`src/verilog/odt_pkg.sv`:
```
// constants, register map and types shared by the on-demand/rx-timeout block
// Function
// - start index of on-demand data comes from a settings register
// - each port keeps its own start, count and timeout settings
// - invalid start index or word count sets that port's error flag
// - a receive pause longer than the timeout, in 10 ms steps, is an error
// - full range accepts 1 to 3276 steps; zero acts as 100 ms
// - reduced range accepts 1 to 255 steps; zero acts as 100 ms
// - format, station and timeout writes act only after power-up
// - stored parameters win over program-written settings
`default_nettype none
package odt_pkg;
  localparam int NPORT = 2;
  localparam int PORT_BIT = 5;
  // per-port offsets, port select in address bit PORT_BIT
  localparam logic [4:0] OFF_START = 5'h00;
  localparam logic [4:0] OFF_COUNT = 5'h04;
  localparam logic [4:0] OFF_TMO = 5'h08;
  localparam logic [4:0] OFF_FMT = 5'h0c;
  localparam logic [4:0] OFF_STN = 5'h10;
  localparam logic [4:0] OFF_ACT_TMO = 5'h14;
  localparam logic [4:0] OFF_ACT_FMT = 5'h18;
  localparam logic [4:0] OFF_ACT_STN = 5'h1c;
  localparam logic [7:0] OFF_CTRL = 8'h40;
  localparam logic [7:0] OFF_FLAGS = 8'h44;
  localparam logic [7:0] OFF_STATUS = 8'h48;
  localparam logic [7:0] OFF_MASK = 8'h4c;
  // status and flag field positions (one bit per port each)
  localparam int ST_ODERR = 0;
  localparam int ST_RXTO = 2;
  localparam int ST_DONE = 4;
  localparam int ST_W = 6;
  localparam int FL_SENDING = 0;
  localparam int FL_ODERR = 2;
  localparam logic [15:0] RST_SETTING = 16'h0000;
  localparam logic [ST_W-1:0] RST_STATUS = 6'h00;
  localparam logic [15:0] OD_MAX_COUNT = 16'h0040;
  localparam logic [15:0] TMO_MAX_FULL = 16'h0ccc;
  localparam logic [15:0] TMO_MAX_RED = 16'h00ff;
  localparam int TICK_MS = 10;
  localparam int TMO_ZERO_MS = 100;
  localparam logic [15:0] TMO_ZERO_STEPS = 16'(TMO_ZERO_MS / TICK_MS);
  localparam int CLK_HZ = 100_000_000;
  localparam int TICK_CYCLES_DEF = CLK_HZ / 1000 * TICK_MS;
  typedef enum logic {
    OD_IDLE = 1'b0,
    OD_BUSY = 1'b1
  } odt_od_state_t;
endpackage
`default_nettype wire

```
`src/verilog/odt_rx_if.sv`:
```
// carrier between the control logic and one receive-interruption timer
`default_nettype none
interface odt_rx_if;
  logic tick;
  logic charIn;
  logic msgEnd;
  logic [15:0] limit;
  logic expired;
  modport ctrl(output tick, output charIn, output msgEnd, output limit,
               input expired);
  modport timer(input tick, input charIn, input msgEnd, input limit,
                output expired);
endinterface
`default_nettype wire

```
`src/verilog/odt_tick_div.sv`:
```
// divider giving a one-cycle enable every timeout step
`default_nettype none
module odt_tick_div #(
  parameter int CYCLES = odt_pkg::TICK_CYCLES_DEF
) (
  input wire logic core_clk,
  input wire logic rst,
  output logic tick
);
  localparam int CW = $clog2(CYCLES + 1);
  localparam logic [CW-1:0] LAST = CW'(CYCLES - 1);
  logic [CW-1:0] cnt;

  always_ff @(posedge core_clk) begin
    if (rst) begin
      cnt <= '0;
      tick <= 1'b0;
    end else begin
      tick <= (cnt == LAST);
      cnt <= (cnt == LAST) ? '0 : cnt + CW'(1);
    end
  end
endmodule
`default_nettype wire

```
`src/verilog/odt_rx_timer.sv`:
```
// receive-interruption timer for one port
`default_nettype none
module odt_rx_timer (
  input wire logic core_clk,
  input wire logic rst,
  odt_rx_if.timer bus
);
  logic running;
  logic [15:0] steps;

  always_ff @(posedge core_clk) begin
    if (rst) begin
      running <= 1'b0;
      steps <= '0;
      bus.expired <= 1'b0;
    end else begin
      bus.expired <= 1'b0;
      if (bus.msgEnd) begin
        running <= 1'b0;
      end else if (bus.charIn) begin
        running <= 1'b1;
        steps <= '0;
      end else if (running && bus.tick) begin
        if (steps + 16'h0001 >= bus.limit) begin
          bus.expired <= 1'b1;
          running <= 1'b0;
        end else begin
          steps <= steps + 16'h0001;
        end
      end
    end
  end
endmodule
`default_nettype wire

```
`src/verilog/odt_top.sv`:
```
// on-demand send setup and receive timeout control with apb registers
`default_nettype none
module odt_top #(
  parameter int TICK_CYCLES = odt_pkg::TICK_CYCLES_DEF,
  parameter bit FULL_RANGE = 1'b1,
  parameter logic [16:0] DATA_WORDS = 17'h01f40
) (
  input wire logic core_clk,
  input wire logic rst,
  input wire logic psel,
  input wire logic penable,
  input wire logic pwrite,
  input wire logic [7:0] paddr,
  input wire logic [31:0] pwdata,
  output logic [31:0] prdata,
  output logic pready,
  output logic pslverr,
  output logic irq,
  input wire logic powerGood,
  input wire logic [1:0] paramValid,
  input wire logic [31:0] paramTimeout,
  input wire logic [31:0] paramFormat,
  input wire logic [31:0] paramStation,
  input wire logic [1:0] rxChar,
  input wire logic [1:0] rxMsgEnd,
  input wire logic [1:0] txDone,
  output logic [1:0] odGo,
  output logic [31:0] odStartOut,
  output logic [31:0] odCountOut,
  output logic [1:0] rxError,
  output logic [31:0] linkFormat,
  output logic [31:0] linkStation,
  output logic [31:0] linkTimeout
);
  localparam int NP = odt_pkg::NPORT;
  localparam int SYW = 2 + 32 * 3 + 1;
  localparam logic [15:0] TMO_MAX =
    FULL_RANGE ? odt_pkg::TMO_MAX_FULL : odt_pkg::TMO_MAX_RED;

  // pins from outside the clock domain pass two flip-flops
  logic [SYW-1:0] syncA;
  logic [SYW-1:0] syncB;
  logic pgPrev;
  logic [1:0] pvS;
  logic [31:0] ptS;
  logic [31:0] pfS;
  logic [31:0] psS;
  logic pgS;
  logic powerUp;

  always_ff @(posedge core_clk) begin
    syncA <= {paramValid, paramTimeout, paramFormat, paramStation, powerGood};
    syncB <= syncA;
  end

  assign {pvS, ptS, pfS, psS, pgS} = syncB;

  always_ff @(posedge core_clk) begin
    if (rst) begin
      pgPrev <= 1'b0;
    end else begin
      pgPrev <= pgS;
    end
  end

  assign powerUp = pgS & ~pgPrev;

  // apb slave: one wait state, commit at the edge that sees pready
  logic access;
  logic commit;
  logic wrEn;
  logic [31:0] next_prdata;
  logic next_hit;
  logic [4:0] lo;
  logic inPort;
  logic pIdx;

  assign access = psel & penable;
  assign commit = access & pready;
  assign wrEn = commit & pwrite;
  assign lo = paddr[4:0];
  assign inPort = (paddr[7:6] == 2'b00);
  assign pIdx = paddr[odt_pkg::PORT_BIT];

  always_ff @(posedge core_clk) begin
    if (rst) begin
      pready <= 1'b0;
      pslverr <= 1'b0;
      prdata <= '0;
    end else begin
      pready <= access & ~pready;
      if (access && !pready) begin
        pslverr <= ~next_hit;
        prdata <= pwrite ? 32'h0000_0000 : next_prdata;
      end
    end
  end

  // per-port copies of every setting
  logic [15:0] odStart [NP];
  logic [15:0] odCount [NP];
  logic [15:0] pendTmo [NP];
  logic [15:0] pendFmt [NP];
  logic [15:0] pendStn [NP];
  logic [15:0] actTmo [NP];
  logic [15:0] actFmt [NP];
  logic [15:0] actStn [NP];
  logic [NP-1:0] sending;
  logic [NP-1:0] odErr;
  logic [NP-1:0] evErr;
  logic [NP-1:0] evTo;
  logic [NP-1:0] evDone;
  logic [NP-1:0] goReq;
  logic tick;

  assign goReq = wrEn && paddr == odt_pkg::OFF_CTRL ? pwdata[NP-1:0] : '0;

  odt_tick_div #(
    .CYCLES(TICK_CYCLES)
  ) u_div (
    .core_clk(core_clk),
    .rst(rst),
    .tick(tick)
  );

  genvar p;
  generate
    for (p = 0; p < NP; p++) begin : g_port
      logic portWr;
      logic invalid;
      logic [16:0] endIdx;
      logic [15:0] limit;
      odt_pkg::odt_od_state_t state;
      odt_rx_if rxBus ();

      assign portWr = wrEn && inPort && pIdx == 1'(p);
      assign endIdx = {1'b0, odStart[p]} + {1'b0, odCount[p]};
      assign invalid = odCount[p] == 16'h0000 ||
        odCount[p] > odt_pkg::OD_MAX_COUNT || endIdx > DATA_WORDS;

      // start and count are frozen while this port sends
      always_ff @(posedge core_clk) begin
        if (rst) begin
          odStart[p] <= odt_pkg::RST_SETTING;
          odCount[p] <= odt_pkg::RST_SETTING;
        end else if (portWr && state == odt_pkg::OD_IDLE) begin
          if (lo == odt_pkg::OFF_START) begin
            odStart[p] <= pwdata[15:0];
          end
          if (lo == odt_pkg::OFF_COUNT) begin
            odCount[p] <= pwdata[15:0];
          end
        end
      end

      always_ff @(posedge core_clk) begin
        if (rst) begin
          pendTmo[p] <= odt_pkg::RST_SETTING;
          pendFmt[p] <= odt_pkg::RST_SETTING;
          pendStn[p] <= odt_pkg::RST_SETTING;
        end else if (portWr) begin
          if (lo == odt_pkg::OFF_TMO) begin
            pendTmo[p] <= pwdata[15:0];
          end
          if (lo == odt_pkg::OFF_FMT) begin
            pendFmt[p] <= pwdata[15:0];
          end
          if (lo == odt_pkg::OFF_STN) begin
            pendStn[p] <= pwdata[15:0];
          end
        end
      end

      // written settings reach the link only at power-up
      always_ff @(posedge core_clk) begin
        if (rst) begin
          actTmo[p] <= odt_pkg::RST_SETTING;
          actFmt[p] <= odt_pkg::RST_SETTING;
          actStn[p] <= odt_pkg::RST_SETTING;
        end else if (powerUp) begin
          if (pvS[p]) begin
            actTmo[p] <= ptS[16*p +: 16];
            actFmt[p] <= pfS[16*p +: 16];
            actStn[p] <= psS[16*p +: 16];
          end else begin
            actTmo[p] <= pendTmo[p];
            actFmt[p] <= pendFmt[p];
            actStn[p] <= pendStn[p];
          end
        end
      end

      // zero means 100 ms; values above the range clamp to its top
      always_ff @(posedge core_clk) begin
        if (rst) begin
          limit <= odt_pkg::TMO_ZERO_STEPS;
        end else if (actTmo[p] == 16'h0000) begin
          limit <= odt_pkg::TMO_ZERO_STEPS;
        end else if (actTmo[p] > TMO_MAX) begin
          limit <= TMO_MAX;
        end else begin
          limit <= actTmo[p];
        end
      end

      always_ff @(posedge core_clk) begin
        if (rst) begin
          odErr[p] <= 1'b0;
        end else begin
          odErr[p] <= invalid;
        end
      end

      assign evErr[p] = (invalid & ~odErr[p]) | (goReq[p] & invalid);

      always_ff @(posedge core_clk) begin
        if (rst) begin
          state <= odt_pkg::OD_IDLE;
          odGo[p] <= 1'b0;
          odStartOut[16*p +: 16] <= '0;
          odCountOut[16*p +: 16] <= '0;
          evDone[p] <= 1'b0;
        end else begin
          odGo[p] <= 1'b0;
          evDone[p] <= 1'b0;
          case (state)
            odt_pkg::OD_IDLE: begin
              if (goReq[p] && !invalid) begin
                state <= odt_pkg::OD_BUSY;
                odGo[p] <= 1'b1;
                odStartOut[16*p +: 16] <= odStart[p];
                odCountOut[16*p +: 16] <= odCount[p];
              end
            end
            odt_pkg::OD_BUSY: begin
              if (txDone[p]) begin
                state <= odt_pkg::OD_IDLE;
                evDone[p] <= 1'b1;
              end
            end
            default: state <= odt_pkg::OD_IDLE;
          endcase
        end
      end

      assign sending[p] = (state == odt_pkg::OD_BUSY);
      assign rxBus.tick = tick;
      assign rxBus.charIn = rxChar[p];
      assign rxBus.msgEnd = rxMsgEnd[p];
      assign rxBus.limit = limit;
      assign evTo[p] = rxBus.expired;

      odt_rx_timer u_timer (
        .core_clk(core_clk),
        .rst(rst),
        .bus(rxBus)
      );

      always_ff @(posedge core_clk) begin
        if (rst) begin
          rxError[p] <= 1'b0;
        end else begin
          rxError[p] <= rxBus.expired;
        end
      end

      assign linkFormat[16*p +: 16] = actFmt[p];
      assign linkStation[16*p +: 16] = actStn[p];
      assign linkTimeout[16*p +: 16] = limit;
    end
  endgenerate

  // sticky status, write one to clear, a new event beats the clear
  logic [odt_pkg::ST_W-1:0] status;
  logic [odt_pkg::ST_W-1:0] mask;
  logic [odt_pkg::ST_W-1:0] events;
  logic [odt_pkg::ST_W-1:0] clr;

  assign events = {evDone, evTo, evErr};
  assign clr = wrEn && paddr == odt_pkg::OFF_STATUS ?
    pwdata[odt_pkg::ST_W-1:0] : '0;

  always_ff @(posedge core_clk) begin
    if (rst) begin
      status <= odt_pkg::RST_STATUS;
    end else begin
      status <= (status & ~clr) | events;
    end
  end

  always_ff @(posedge core_clk) begin
    if (rst) begin
      mask <= odt_pkg::RST_STATUS;
    end else if (wrEn && paddr == odt_pkg::OFF_MASK) begin
      mask <= pwdata[odt_pkg::ST_W-1:0];
    end
  end

  always_ff @(posedge core_clk) begin
    if (rst) begin
      irq <= 1'b0;
    end else begin
      irq <= |(status & mask);
    end
  end

  always_comb begin
    next_prdata = '0;
    next_hit = 1'b1;
    if (inPort) begin
      case (lo)
        odt_pkg::OFF_START: next_prdata[15:0] = odStart[pIdx];
        odt_pkg::OFF_COUNT: next_prdata[15:0] = odCount[pIdx];
        odt_pkg::OFF_TMO: next_prdata[15:0] = pendTmo[pIdx];
        odt_pkg::OFF_FMT: next_prdata[15:0] = pendFmt[pIdx];
        odt_pkg::OFF_STN: next_prdata[15:0] = pendStn[pIdx];
        odt_pkg::OFF_ACT_TMO: next_prdata[15:0] = actTmo[pIdx];
        odt_pkg::OFF_ACT_FMT: next_prdata[15:0] = actFmt[pIdx];
        odt_pkg::OFF_ACT_STN: next_prdata[15:0] = actStn[pIdx];
        default: next_hit = 1'b0;
      endcase
    end else begin
      case (paddr)
        odt_pkg::OFF_CTRL: next_prdata = '0;
        odt_pkg::OFF_FLAGS: begin
          next_prdata[odt_pkg::FL_SENDING +: NP] = sending;
          next_prdata[odt_pkg::FL_ODERR +: NP] = odErr;
        end
        odt_pkg::OFF_STATUS: next_prdata[odt_pkg::ST_W-1:0] = status;
        odt_pkg::OFF_MASK: next_prdata[odt_pkg::ST_W-1:0] = mask;
        default: next_hit = 1'b0;
      endcase
    end
  end
endmodule
`default_nettype wire

```
`config.mk`:
```
export PLATFORM = sky130hd
export DESIGN_NAME = odt_top
export DESIGN_NICKNAME = d
export VERILOG_FILES = /design/src/verilog/odt_pkg.sv /design/src/verilog/odt_rx_if.sv /design/src/verilog/odt_tick_div.sv /design/src/verilog/odt_rx_timer.sv /design/src/verilog/odt_top.sv
export SDC_FILE = /design/constraint.sdc
export NUM_CORES = 1
export LEC_CHECK = 0
export ABC_AREA = 1
export BUFFER_PORTS_ARGS = -buffer_cell sky130_fd_sc_hd__buf_2
export CAP_MARGIN = 15
export CORE_MARGIN = 4
export CORE_UTILIZATION = 46
export DETAILED_ROUTE_END_ITERATION = 8
export GPL_TIMING_DRIVEN = 0
export HOLD_SLACK_MARGIN = 0.15
export PLACE_DENSITY_LB_ADDON = 0.2
export REMOVE_ABC_BUFFERS = 1
export SETUP_SLACK_MARGIN = 0.2
export SKIP_CTS_REPAIR_TIMING = 1
export SYNTH_ARGS = -nofsm -noshare
export SYNTH_HDL_FRONTEND = slang
export SYNTH_SLANG_ARGS = --single-unit
```
`constraint.sdc`:
```
create_clock -name core_clk -period 3.46 [get_ports core_clk]
set_input_delay 0.692 -clock core_clk [delete_from_list [all_inputs] [get_ports core_clk]]
set_output_delay 0.692 -clock core_clk [all_outputs]
set_load 0.005 [all_outputs]
```
* Word level (Yosys, flattened, before mapping)
Memory sizes are Yosys's and may differ from the RTL's. Cells that the tools add are included.
Storage, ports and cells: register bits after elaboration 409, output and inout port bits 199, memories 8, memory bits (writable) 256
Operators by class: reduce and logical (&&, ||, !) cells 52, mux-type cells 109, add/subtract/negate cells 5, $lt $le $gt $ge 8, equality and inequality tests 14, bitwise operators 49
Memory list:
- actFmt | words 2, bits a word 16, rd ports 3, clocked after memory_dff 0, write ports 2, RTL line odt_top.sv:106 | logic [15:0] actFmt [NP];
- actStn | words 2, bits a word 16, rd ports 3, clocked after memory_dff 0, write ports 2, RTL line odt_top.sv:107 | logic [15:0] actStn [NP];
- actTmo | words 2, bits a word 16, rd ports 3, clocked after memory_dff 0, write ports 2, RTL line odt_top.sv:105 | logic [15:0] actTmo [NP];
- odCount | words 2, bits a word 16, rd ports 3, clocked after memory_dff 0, write ports 2, RTL line odt_top.sv:101 | logic [15:0] odCount [NP];
- odStart | words 2, bits a word 16, rd ports 3, clocked after memory_dff 0, write ports 2, RTL line odt_top.sv:100 | logic [15:0] odStart [NP];
- pendFmt | words 2, bits a word 16, rd ports 3, clocked after memory_dff 0, write ports 2, RTL line odt_top.sv:103 | logic [15:0] pendFmt [NP];
- +2 memories
Operator list (number):
- $mux W16 | 30
- $pmux W16 S8 | 1
- $mux W1 | 70
- $logic_not A16 Y1 | 4
- $add A16 B16 Y17 | 2
- $gt A17 B13 Y1 const B | 2
- $add A16 B1 Y16 const B | 2
- $eq A8 B7 Y1 const B | 4
- $ge A16 B16 Y1 | 2
- $gt A16 B12 Y1 const B | 2
- $gt A16 B7 Y1 const B | 2
- $mux W12 | 2
- $or A1 B1 Y1 | 24
- $add A20 B1 Y20 const B | 1
- $eq A20 B20 Y1 const B | 1
- $eq A5 B5 Y1 const B | 4
- $reduce_or A2 Y1 | 9
- $logic_and A1 B1 Y1 | 13
- $and A6 B6 Y6 | 2
- $not A1 Y1 | 12
- $pmux W4 S3 | 1
- $reduce_or A4 Y1 | 3
- $eq A5 B4 Y1 const B | 2
- $and A1 B1 Y1 | 9
- 18 further kinds | 33

* Logic depth before layout (Yosys ltp)
Gate-level depths: netlist of run 1.
depth in word-level cells 10, gate-level depth with buffers 21, mapped depth without buffers 20

* Modules after synthesis
Synthesis of run 1 repeated with hierarchy kept, for this count alone.
Unflattened totals: cells, all modules 3446, area total of the unflattened synthesis 28523.6 um^2
Modules (own cells, without submodules):
- odt_top | cells each 2780, seq. area each 14413.8 um^2, area an instance 24155.7 um^2, times used 1
- odt_rx_timer | cells each 256, seq. area each 360.3 um^2, area an instance 1645.3 um^2, times used 2
- odt_tick_div | cells each 154, seq. area each 420.4 um^2, area an instance 1077.3 um^2, times used 1

* Least setup slack after synthesis of run 1
No wires, ideal clock.
path kind register to register, start point register g_port[1].u_timer.steps[0], end point register g_port[1].u_timer.steps[10], required time 3.390 ns, arrival time 2.903 ns, cell stages (with the launch flop) 21, buffers on the path 1, clock period less this slack 2.974 ns, path slack 0.486 ns, cell sequence dfxtp_1 > ha_1 > nand3_1 > nor3_1 > nand3_1 > nor3_2 > nand4_1 > nand2_1 > inv_1 > ha_1 > nand2_1 > inv_1 > nand3_1 > nor3_1 > nand3_1 > nand3_1 > nand2_1 > nand2_1 > buf_2 > nand2_1 > a21oi_1
On the way: longest elaborated chain between the ends 4, elaborated cells on any way between the ends 7, classes of those cells 1 x add/sub; 1 x order compare; 1 x eq/ne; 3 x mux; 1 x reduce/logical
RTL lines:
- start: declaration | RTL line odt_rx_timer.sv:9 | logic [15:0] steps;
- start signal: assignment | RTL line odt_rx_timer.sv:28 | steps <= steps + 16'h0001;
- $add A16 B1 Y16 * | RTL line odt_rx_timer.sv:24, odt_rx_timer.sv:28
- $ge A16 B16 Y1 / $mux W16 (equally long branches) | RTL line odt_rx_timer.sv:24 | if (steps + 16'h0001 >= bus.limit) begin
- $ne A2 B2 Y1 (no line) / $mux W16 (equally long branches)
- $reduce_and A3 Y1 (no line) / $mux W16 (equally long branches)
Every way passes the cells marked *; elsewhere a longest branch is shown, timed or not. The select of a mux whose other input is x is not followed. A chain may end at the register's enable or synchronous reset.

==> results.txt, run 1 <==
- Detailed-route wire length: approximately 86000 um
- Hold slack final: about 170 ps
* Most frequent CP cell: nor2_2
- Initial cell density of the core: 0.4643
- Hold path startpoint: paramValid[1]
* Xor and xnor fraction of the mapped netlist area: 0.007672
- In the finished design, the share of the clock period the worst path needs comes to 0.9352.
- The clock arrives with roughly 25 ps of skew.
- Number of buffers added on ports: around 320
* Cell taking the most area after synthesis: dfxtp_1
- Power per cell area: ~530 mW/mm2
* Status: finished, final reports clean
* Maximum number of pins on one net before global-route repair: 96
- In this run the worst path has a maximum fanout of 16.
- Number of nets still failing antenna checks after routing: 0
* Core Footprint: a little under 0.06 mm2
- Vias in the first global route: approximately 21000
- Dividing the detail-routed via count by the number of cells gives approximately 5.2.
- Final Critical Period: 3236 ps
- Number of H-tree levels: 3
- For the pin with the worst max-slew slack, the measured transition is roughly 1200 ps.
- The synthesized netlist occupies a cell area of ~0.027 mm2.
- At the worst endpoint, the required time is approximately 3700 ps.
- In this run, synthesis inferred between 200 and 300 flip-flops with an integrated enable.
- RSZ-0062 raised after global routing: no
- STA classifies the critical path endpoint as a register.
- For hold timing, the worst endpoint is syncA[98].
- The longest clock path from root to sink contains 3 buffers.
- The worst register-to-register path has a depth of 19.
- I/O Pins: about 350
* Area contributors post-synth: dfxtp_1, edfxtp_1, nand2_1
- The max-slew violation total from the final report was 0.
- The floorplan step defined a die boundary enclosing between 0.06 and 0.07 mm2.
* Min-Delay Path Depth: 1
- Area added between synthesis and finish: 19.44%
* Router iterations before antenna repair: 6
- Derived from the worst setup path, the maximum achievable clock frequency is between 300 and 400 MHz.
- Leak Pwr: between 10 and 15 nW
- Num CTS Buffers: a little under 70
- The endpoint identified for the worst register-to-register timing path is g_port[1].u_timer.steps[3].
* Number of nets in the layout: between 3000 and 4000
- The total overflow left after global routing is 0.
- Post-synthesis async set-or-reset flop share: 0
* Height of the die: 252.1 um
* Type of the worst min-delay path: primary input to register
- The slowest stage of the critical path is the o21ai_2 cell.
- Cell chain of the critical path: buf_2 > nor2_2 > nand3_1 > nor2_2 > clkinv_1 > o21ai_2
- Detailed placement finished with a half-perimeter wire length of roughly 60000 um.
- Max-cap violations in this run came to 0.
- Dividing the synthesized area by the synthesized cell count gives 8.457 um2.
- The worst register-to-register path begins at g_port[1].u_timer.steps[0].
- Row generation in the floorplan step produced 89 rows.
* Dominant combinational cell family by area after synthesis: simple AND/OR/NAND/NOR gates
* Multiplexer area fraction after synthesis: 0
* Sequential area share after synthesis: 0.5677
* Yosys top cell area share: 0.2871
* Arrival time worst endpoint: between 3000 and 4000 ps
- Critical path launch point type: primary input
- In this run the tightest slew margin relative to its limit is 0.2148.
- Clock net sink count: around 650
- Number of antenna violations at the first check in global routing: 3
* Simple-gate share of the synthesized area: 0.2329
- Number of vias after detailed routing: roughly 23000
- The filler cells instantiated in the layout total 5532.
* Final cell count without fillers: ~4400
- CTS tree: built
- DRC violation count after routing: 0
- Final count of negative-setup-slack endpoints: 0
- Across every metal layer, demand over resource in global routing totals 0.2604.
* Number of placed cells counting well taps: 4229
- Wire length of the first global-routing pass: 126300 um
* DR iter-0 viols: approximately 2300
- For this run, the leading register cell type out of synthesis is dfxtp_1.
- The tree is rooted in a clkbuf_16.
* Post-Synthesis Cells: 3240
* Count of yosys warnings during synthesis: 0
- The largest single stage delay on the critical path is slightly above 900 ps.
- The die is ~250 um wide.
- VDD sags by at most approximately 460 uV.
- GP Congestion: about 0.94
- Kind of critical path: primary input to register
- Slack of the worst reg-to-reg path: roughly 370 ps
- Dividing the detail-routed wire length by the instance count gives 19.68 um.
- Share of cells above drive strength 1: 0.1541
- Synthesized flop and latch total: 649
- Of the total synthesized cell area, the portion taken by full adders, half adders and majority gates is 0.03206.
* Compound-Gate Fraction of Synth Area: 0.08142
- In this run, distinct cell masters in the synthesized netlist total between 40 and 50.
- Clock latency on the worst-skew pair: 620 ps
- The final hold violation count is 0.
* Clock slew at the register clock pins of the worst setup and hold paths: 60 ps
-- cells in the final DEF, fill, tap and decap left out, drive strengths merged, types with 3 or more instances in the layout --
| master | count |
|---|---|
| bufinv | 6 |
| o211ai | 4 |
| nand3b | 8 |
| ha | 67 |
| buf | 347 |
| clkbuf | 96 |
| o22ai | 4 |
| a31oi | 5 |
| dlygate4sd3 | 14 |
| nor2 | 441 |
| a22oi | 9 |
| inv | 385 |
| dfxtp | 393 |
| o21a | 4 |
| xor2 | 20 |
| o21bai | 3 |
| clkinv | 34 |
| nor3b | 3 |
| nand4 | 64 |
| a21oi | 250 |
| o21ai | 134 |
| nor4 | 11 |
| xnor2 | 4 |
| conb | 24 |
| or2 | 7 |
| nand3 | 168 |
| edfxtp | 256 |
| a211oi | 4 |
| nand2 | 808 |
| nor3 | 28 |
-- power breakdown --
part | leakage [nW] | internal (mW) | switching (mW)
Combinational | 7.65 | 0.338 | 0.749
Clock | 1.21 | 4.64 | 3.17
Sequential | 5.94 | 8.24 | 0.187
-- metrics by stage --
stage                     cell area (um2)    util   TNS, ps  power, mW  worst slack (ps)
after floorplan                     26820       -   -138780      9.038            -990.4
after global placement              29370  0.4976  -2156230      9.597             -5356
after detailed placement            29760  0.5042   -185730      9.631            -867.1
after CTS                           32190  0.5455    -27500      17.40            -552.0
after global routing                32720  0.5544         0      17.88             147.9
final                               32730  0.5545         0      17.33             224.2
-- per-layer routing --
metal	track usage	vias up	part of all wire	routed length (um)
met3	0.05340	163	0.10	8615
met1	0.3674	10670	0.42	36000
met4	0.08717	6	0.035	3021
met5	0	-	0.00046	40
li1	-	11090	-	-
met2	0.4037	1048	0.45	38700
-- final cells by class --
| class | instances | area, um2 | share of cell area |
|---|---|---|---|
| clock buffers | 96 | 2039 | 0.06232 |
| clock inverters | 32 | 396.6 | 0.01212 |
| inverters | 393 | 1483 | 0.04531 |
| diodes | 2 | 5.005 | 0.0001529 |
| repair buffers | 361 | 2182 | 0.06668 |
| multi-input cells | 2083 | 10090 | 0.3082 |
| flip-flops and latches | 649 | 15570 | 0.4757 |
| well taps | 773 | 967.2 | 0.02955 |
-- kinds of logic (layout without fill, tap and decap cells) --
family	after synthesis	count (layout)
and+or+nand+nor	1539	1542
AOI/OAI and AO/OA	424	424
buffers and inverters	534	882
adders and majority gates	69	69
xor gates and xnor gates	24	24
DFF	649	649
other	1	26
-- synthesized netlist by cell type, drive strengths merged, types with 9 or more instances --
| library cell | number |
|---|---|
| clkinv | 16 |
| a21oi | 250 |
| dfxtp | 393 |
| nor2 | 441 |
| ha | 67 |
| inv | 377 |
| clkbuf | 102 |
| buf | 39 |
| edfxtp | 256 |
| xor2 | 20 |
| nor3 | 28 |
| nor4 | 11 |
| nand2 | 806 |
| nand4 | 64 |
| nand3 | 167 |
| o21ai | 134 |
| a22oi | 9 |
-- worst max path at each step --
stage | start | end | slack, ps | depth (start not counted)
floorplan | rst | actFmt[0][0] | -990 | 3
finish | paddr[1] | pendTmo[1][10] | 220 | 6
global placement | rst | actTmo[0][0] | -5360 | 4
global route | g_port[1].u_timer.steps[0] | g_port[1].u_timer.steps[11] | 150 | 19
CTS | g_port[1].u_timer.steps[0] | g_port[1].u_timer.steps[3] | -550 | 19
detailed placement | rst | actStn[0][1] | -870 | 6
-- worst max-delay path: cells and delay by family --
family / cells / cell delay [ps]
compound gates: 1 / 910
buf+inv: 2 / 700
simple gates: 3 / 1140
-- registers in the layout, summed over array words and instances, names as in the netlist, 16 cells and up --
| name | count |
|---|---|
| odStart | 32 |
| g_port.u_timer.steps | 32 |
| g_port.limit | 32 |
| u_div.cnt | 20 |
| pendStn | 32 |
| prdata | 16 |
| syncB | 99 |
| syncA | 99 |
| odStartOut | 32 |
| actStn | 32 |
| odCount | 32 |
| odCountOut | 32 |
| pendTmo | 32 |
| actTmo | 32 |
| pendFmt | 32 |
| actFmt | 32 |
Note: power is estimated with default switching activity, not from simulation.
==> inputs of run 2 (changes only) <==
--- a/config.mk
+++ b/config.mk
@@ -5,7 +5,6 @@
 export SDC_FILE = /design/constraint.sdc
 export NUM_CORES = 1
 export LEC_CHECK = 0
-export ABC_AREA = 1
 export BUFFER_PORTS_ARGS = -buffer_cell sky130_fd_sc_hd__buf_2
 export CAP_MARGIN = 15
 export CORE_MARGIN = 4
==> run 2 against run 1 <==
Against the previous run: the flow now finishes with violations (negative setup slack); sequential share of layout area shrank 1.3 points; area after synthesis decreased by 0.93%; combinational power is 14% higher; clock power decreased by 4.5%; critical path depth up 9; flip-flop and latch count unchanged.
==> results.txt, run 2 <==
- Share of cells above drive strength 1: 0.2665
- The clock passes through at most 3 buffers.
- The finished cells cover approximately 0.034 mm2.
- Router iterations before antenna repair: 7
* Die span in x: 250.9 um
- At the worst endpoint, the required time is between 3000 and 4000 ps.
- After synthesis, the most frequently instantiated cells are dfxtp_1, nor2_1, edfxtp_1, mux2i_1, and2_1.
- In this run the clock root is driven by a clkbuf_16.
- Kind of critical path: register to register
- GP Congestion: 0.9162
- The via count of the first global-routing pass came to between 15000 and 20000.
* Number of placed cells counting well taps: about 3400
- Counting flops and latches in the post-synthesis netlist gives ~650.
- Post-detailed-route via-to-cell ratio: between 5 and 6
* Number of enable flip-flop cells after synthesis: around 260
- After layout, the worst setup slack is -91.99 ps.
- Worst path bufs/invs: 1
* Clock net sink count: ~650
- DRC violation count after routing: 0
- Cell taking the most area after synthesis: dfxtp_1
* Gr usage total: 0.2589
* Clock latency on the worst-skew pair: slightly above 600 ps
- Post-place instance area: ~0.03 mm2
- Clock skew: 31.22 ps
* Endpoint type of the worst setup path: register
* Number of maximum-capacitance constraint violations: 0
* Cell chain of the critical path: nand2_2 > or4_4 > nor2_4 > nand3_2 > xnor2_2 > ha_1 > a21o_1 > a21o_1 > a21oi_2 > o211ai_1 > o21bai_4 > a211oi_4 > buf_6 > mux2_2 > nor2_1
* PnR Total Power: around 17 mW
* Initial cell density of the core: 0.4678
- Period utilisation layout: 1.027
- Sum of negative setup slack: -234.7 ps
* Height of the die: 250.9 um
* Status: finished, violations left
- In this run, CTS created clock tree buffers numbering approximately 70.
* Critical path launch point type: register
- Power per cell area: around 510 mW/mm2
- Highest-delay cell along the critical path: or4_4
- CTS tree: built
- Summing over every cut layer, the via total after detailed routing is between 20000 and 25000.
- The first global-routing pass estimated roughly 120000 um of wire.
- Number of antenna violations at the first check in global routing: 2
- Area added between synthesis and finish: 24.36%
- Synthesis produced a netlist whose cell count is ~2400.
* Average instance area after synthesis: 11.36 um2
- Count of yosys warnings during synthesis: 0
- After clock tree synthesis, the clock-pin slew on the worst setup and hold paths is around 60 ps.
- In this run the worst path has a maximum fanout of 5.
- Setup repair after global routing could not meet its margin everywhere.
- Before CTS, the worst setup slack after placement is -1093 ps.
* Kind of cell with the highest combined delay on the critical path: compound AO/OA/AOI/OAI gates
* Final cell count without fillers: between 3000 and 4000
- In the layout the commonest cells are dfxtp_1, buf_2, nor2_1.
* Sequential area share after synthesis: 0.5730
* Number of buffers added on ports: 316
- Maximum number of pins on one net before global-route repair: between 100 and 150
- Yosys instantiated no cell more often than dfxtp_1.
- Wire length per cell after detailed routing: 24.31 um
- Once detailed placement completed, the half-perimeter wirelength came to around 61000 um.
- Core Footprint: roughly 0.058 mm2
* Detailed-route wire length: 88150 um
* Number of nets in the layout: between 3000 and 4000
- The total overflow left after global routing is 0.
- Type of the worst min-delay path: primary input to register
- Tightest Pin Transition: 1215 ps
* Leak Pwr: approximately 14 nW
- In the synthesized netlist the dominant register cell turns out to be dfxtp_1.
- For this run, asynchronously set or reset flops after synthesis account for 0.
- Final Critical Period: 3552 ps
- The largest registers in the layout are syncA (99), syncB (99).
- Most common cell after layout, fill and taps aside: dfxtp_1
- After floorplanning, the core was divided into between 80 and 90 placement rows.
- In this run the remaining antenna-violating nets after routing total 0.
- Among the stages of the critical path, the cell type that occurs most often is a21o_1.
- After the first detailed-routing iteration, the DRC count stood at ~1800.
- The share of synthesized area in the top cell type comes to 0.2898.
- Yosys mapped the design onto between 70 and 80 distinct sky130hd cell types.
- Arrival time worst endpoint: 4090 ps
- The tightest hold path in the finished design has a slack of 173.0 ps.
- Total die area: about 0.063 mm2
- By area the synthesized netlist is led by dfxtp_1, edfxtp_1, mux2i_1.
- I/O Pins: 349
- The filler cells instantiated in the layout total around 4800.
- The max-slew violation total from the final report was 0.
- VDD sags by at most roughly 460 uV.
- The final hold violation count is 0.
* Number of H-tree levels: 3
* Biggest cell delay along the critical path: 580 ps
* Final count of negative-setup-slack endpoints: 4
* Worst-case headroom to the max-slew limit: 0.1901
- Based on the critical path, the design can be clocked at up to 281.5 MHz.
- Util after Layout: 0.5818
- Violated checks: negative setup slack
- The cell area that synthesis handed to floorplanning was between 0.02 and 0.03 mm2.
-- run 2: cell types whose count changed after synthesis, sizes merged, moves of 71 or more --
| cell | change |
|---|---|
| mux2i | +183 |
| inv | -311 |
| a21oi | -143 |
| o21ai | -71 |
| nand3 | -116 |
| nor2 | -173 |
| and2 | +173 |
| nand2 | -705 |
-- run 2: layout make-up --
cell class,instances,area [um2],share of cell area
multi-input cells,1556,11660,0.3454
flip-flops and latches,649,15610,0.4625
diodes,2,5.005,0.0001483
clock inverters,31,234.0,0.006931
inverters,66,247.7,0.007339
well taps,765,957.2,0.02835
repair buffers,458,2973,0.08806
clock buffers,99,2069,0.06130
-- run 2: power breakdown --
group	switching, mW	internal [mW]	leakage, nW	total, mW
registers	0.226	8.24	5.98	8.47
logic	0.741	0.499	7.09	1.24
clock network	3.16	4.30	1.14	7.46
total	4.12	13.0	14.2	17.2
-- run 2: final timing paths --
check,startpoint,endpoint,slack (ps),cells after the start
worst max register to register,g_port[1].u_timer.steps[8],g_port[1].u_timer.steps[15],-90,15
worst max-delay path,g_port[1].u_timer.steps[8],g_port[1].u_timer.steps[15],-90,15
worst min register to register,syncA[66],syncB[66],320,0
worst min-delay path,paramFormat[14],syncA[47],170,1
-- run 2: metal layers --
metal | wire length [um] | global-route usage
met3 | 6111 | 0.05007
met5 | 13 | 0
met1 | 36370 | 0.3409
met2 | 42420 | 0.4289
met4 | 3232 | 0.09463
-- run 2: logic make-up after synthesis --
| group | synth area share |
|---|---|
| muxes | 0.1052 |
| buffers and inverters | 0.03305 |
| and+or+nand+nor | 0.1494 |
| DFF | 0.5730 |
| other | 0.0001381 |
| AOI/OAI and AO/OA | 0.08845 |
| xor gates and xnor gates | 0.01839 |
| adders and majority gates | 0.03236 |
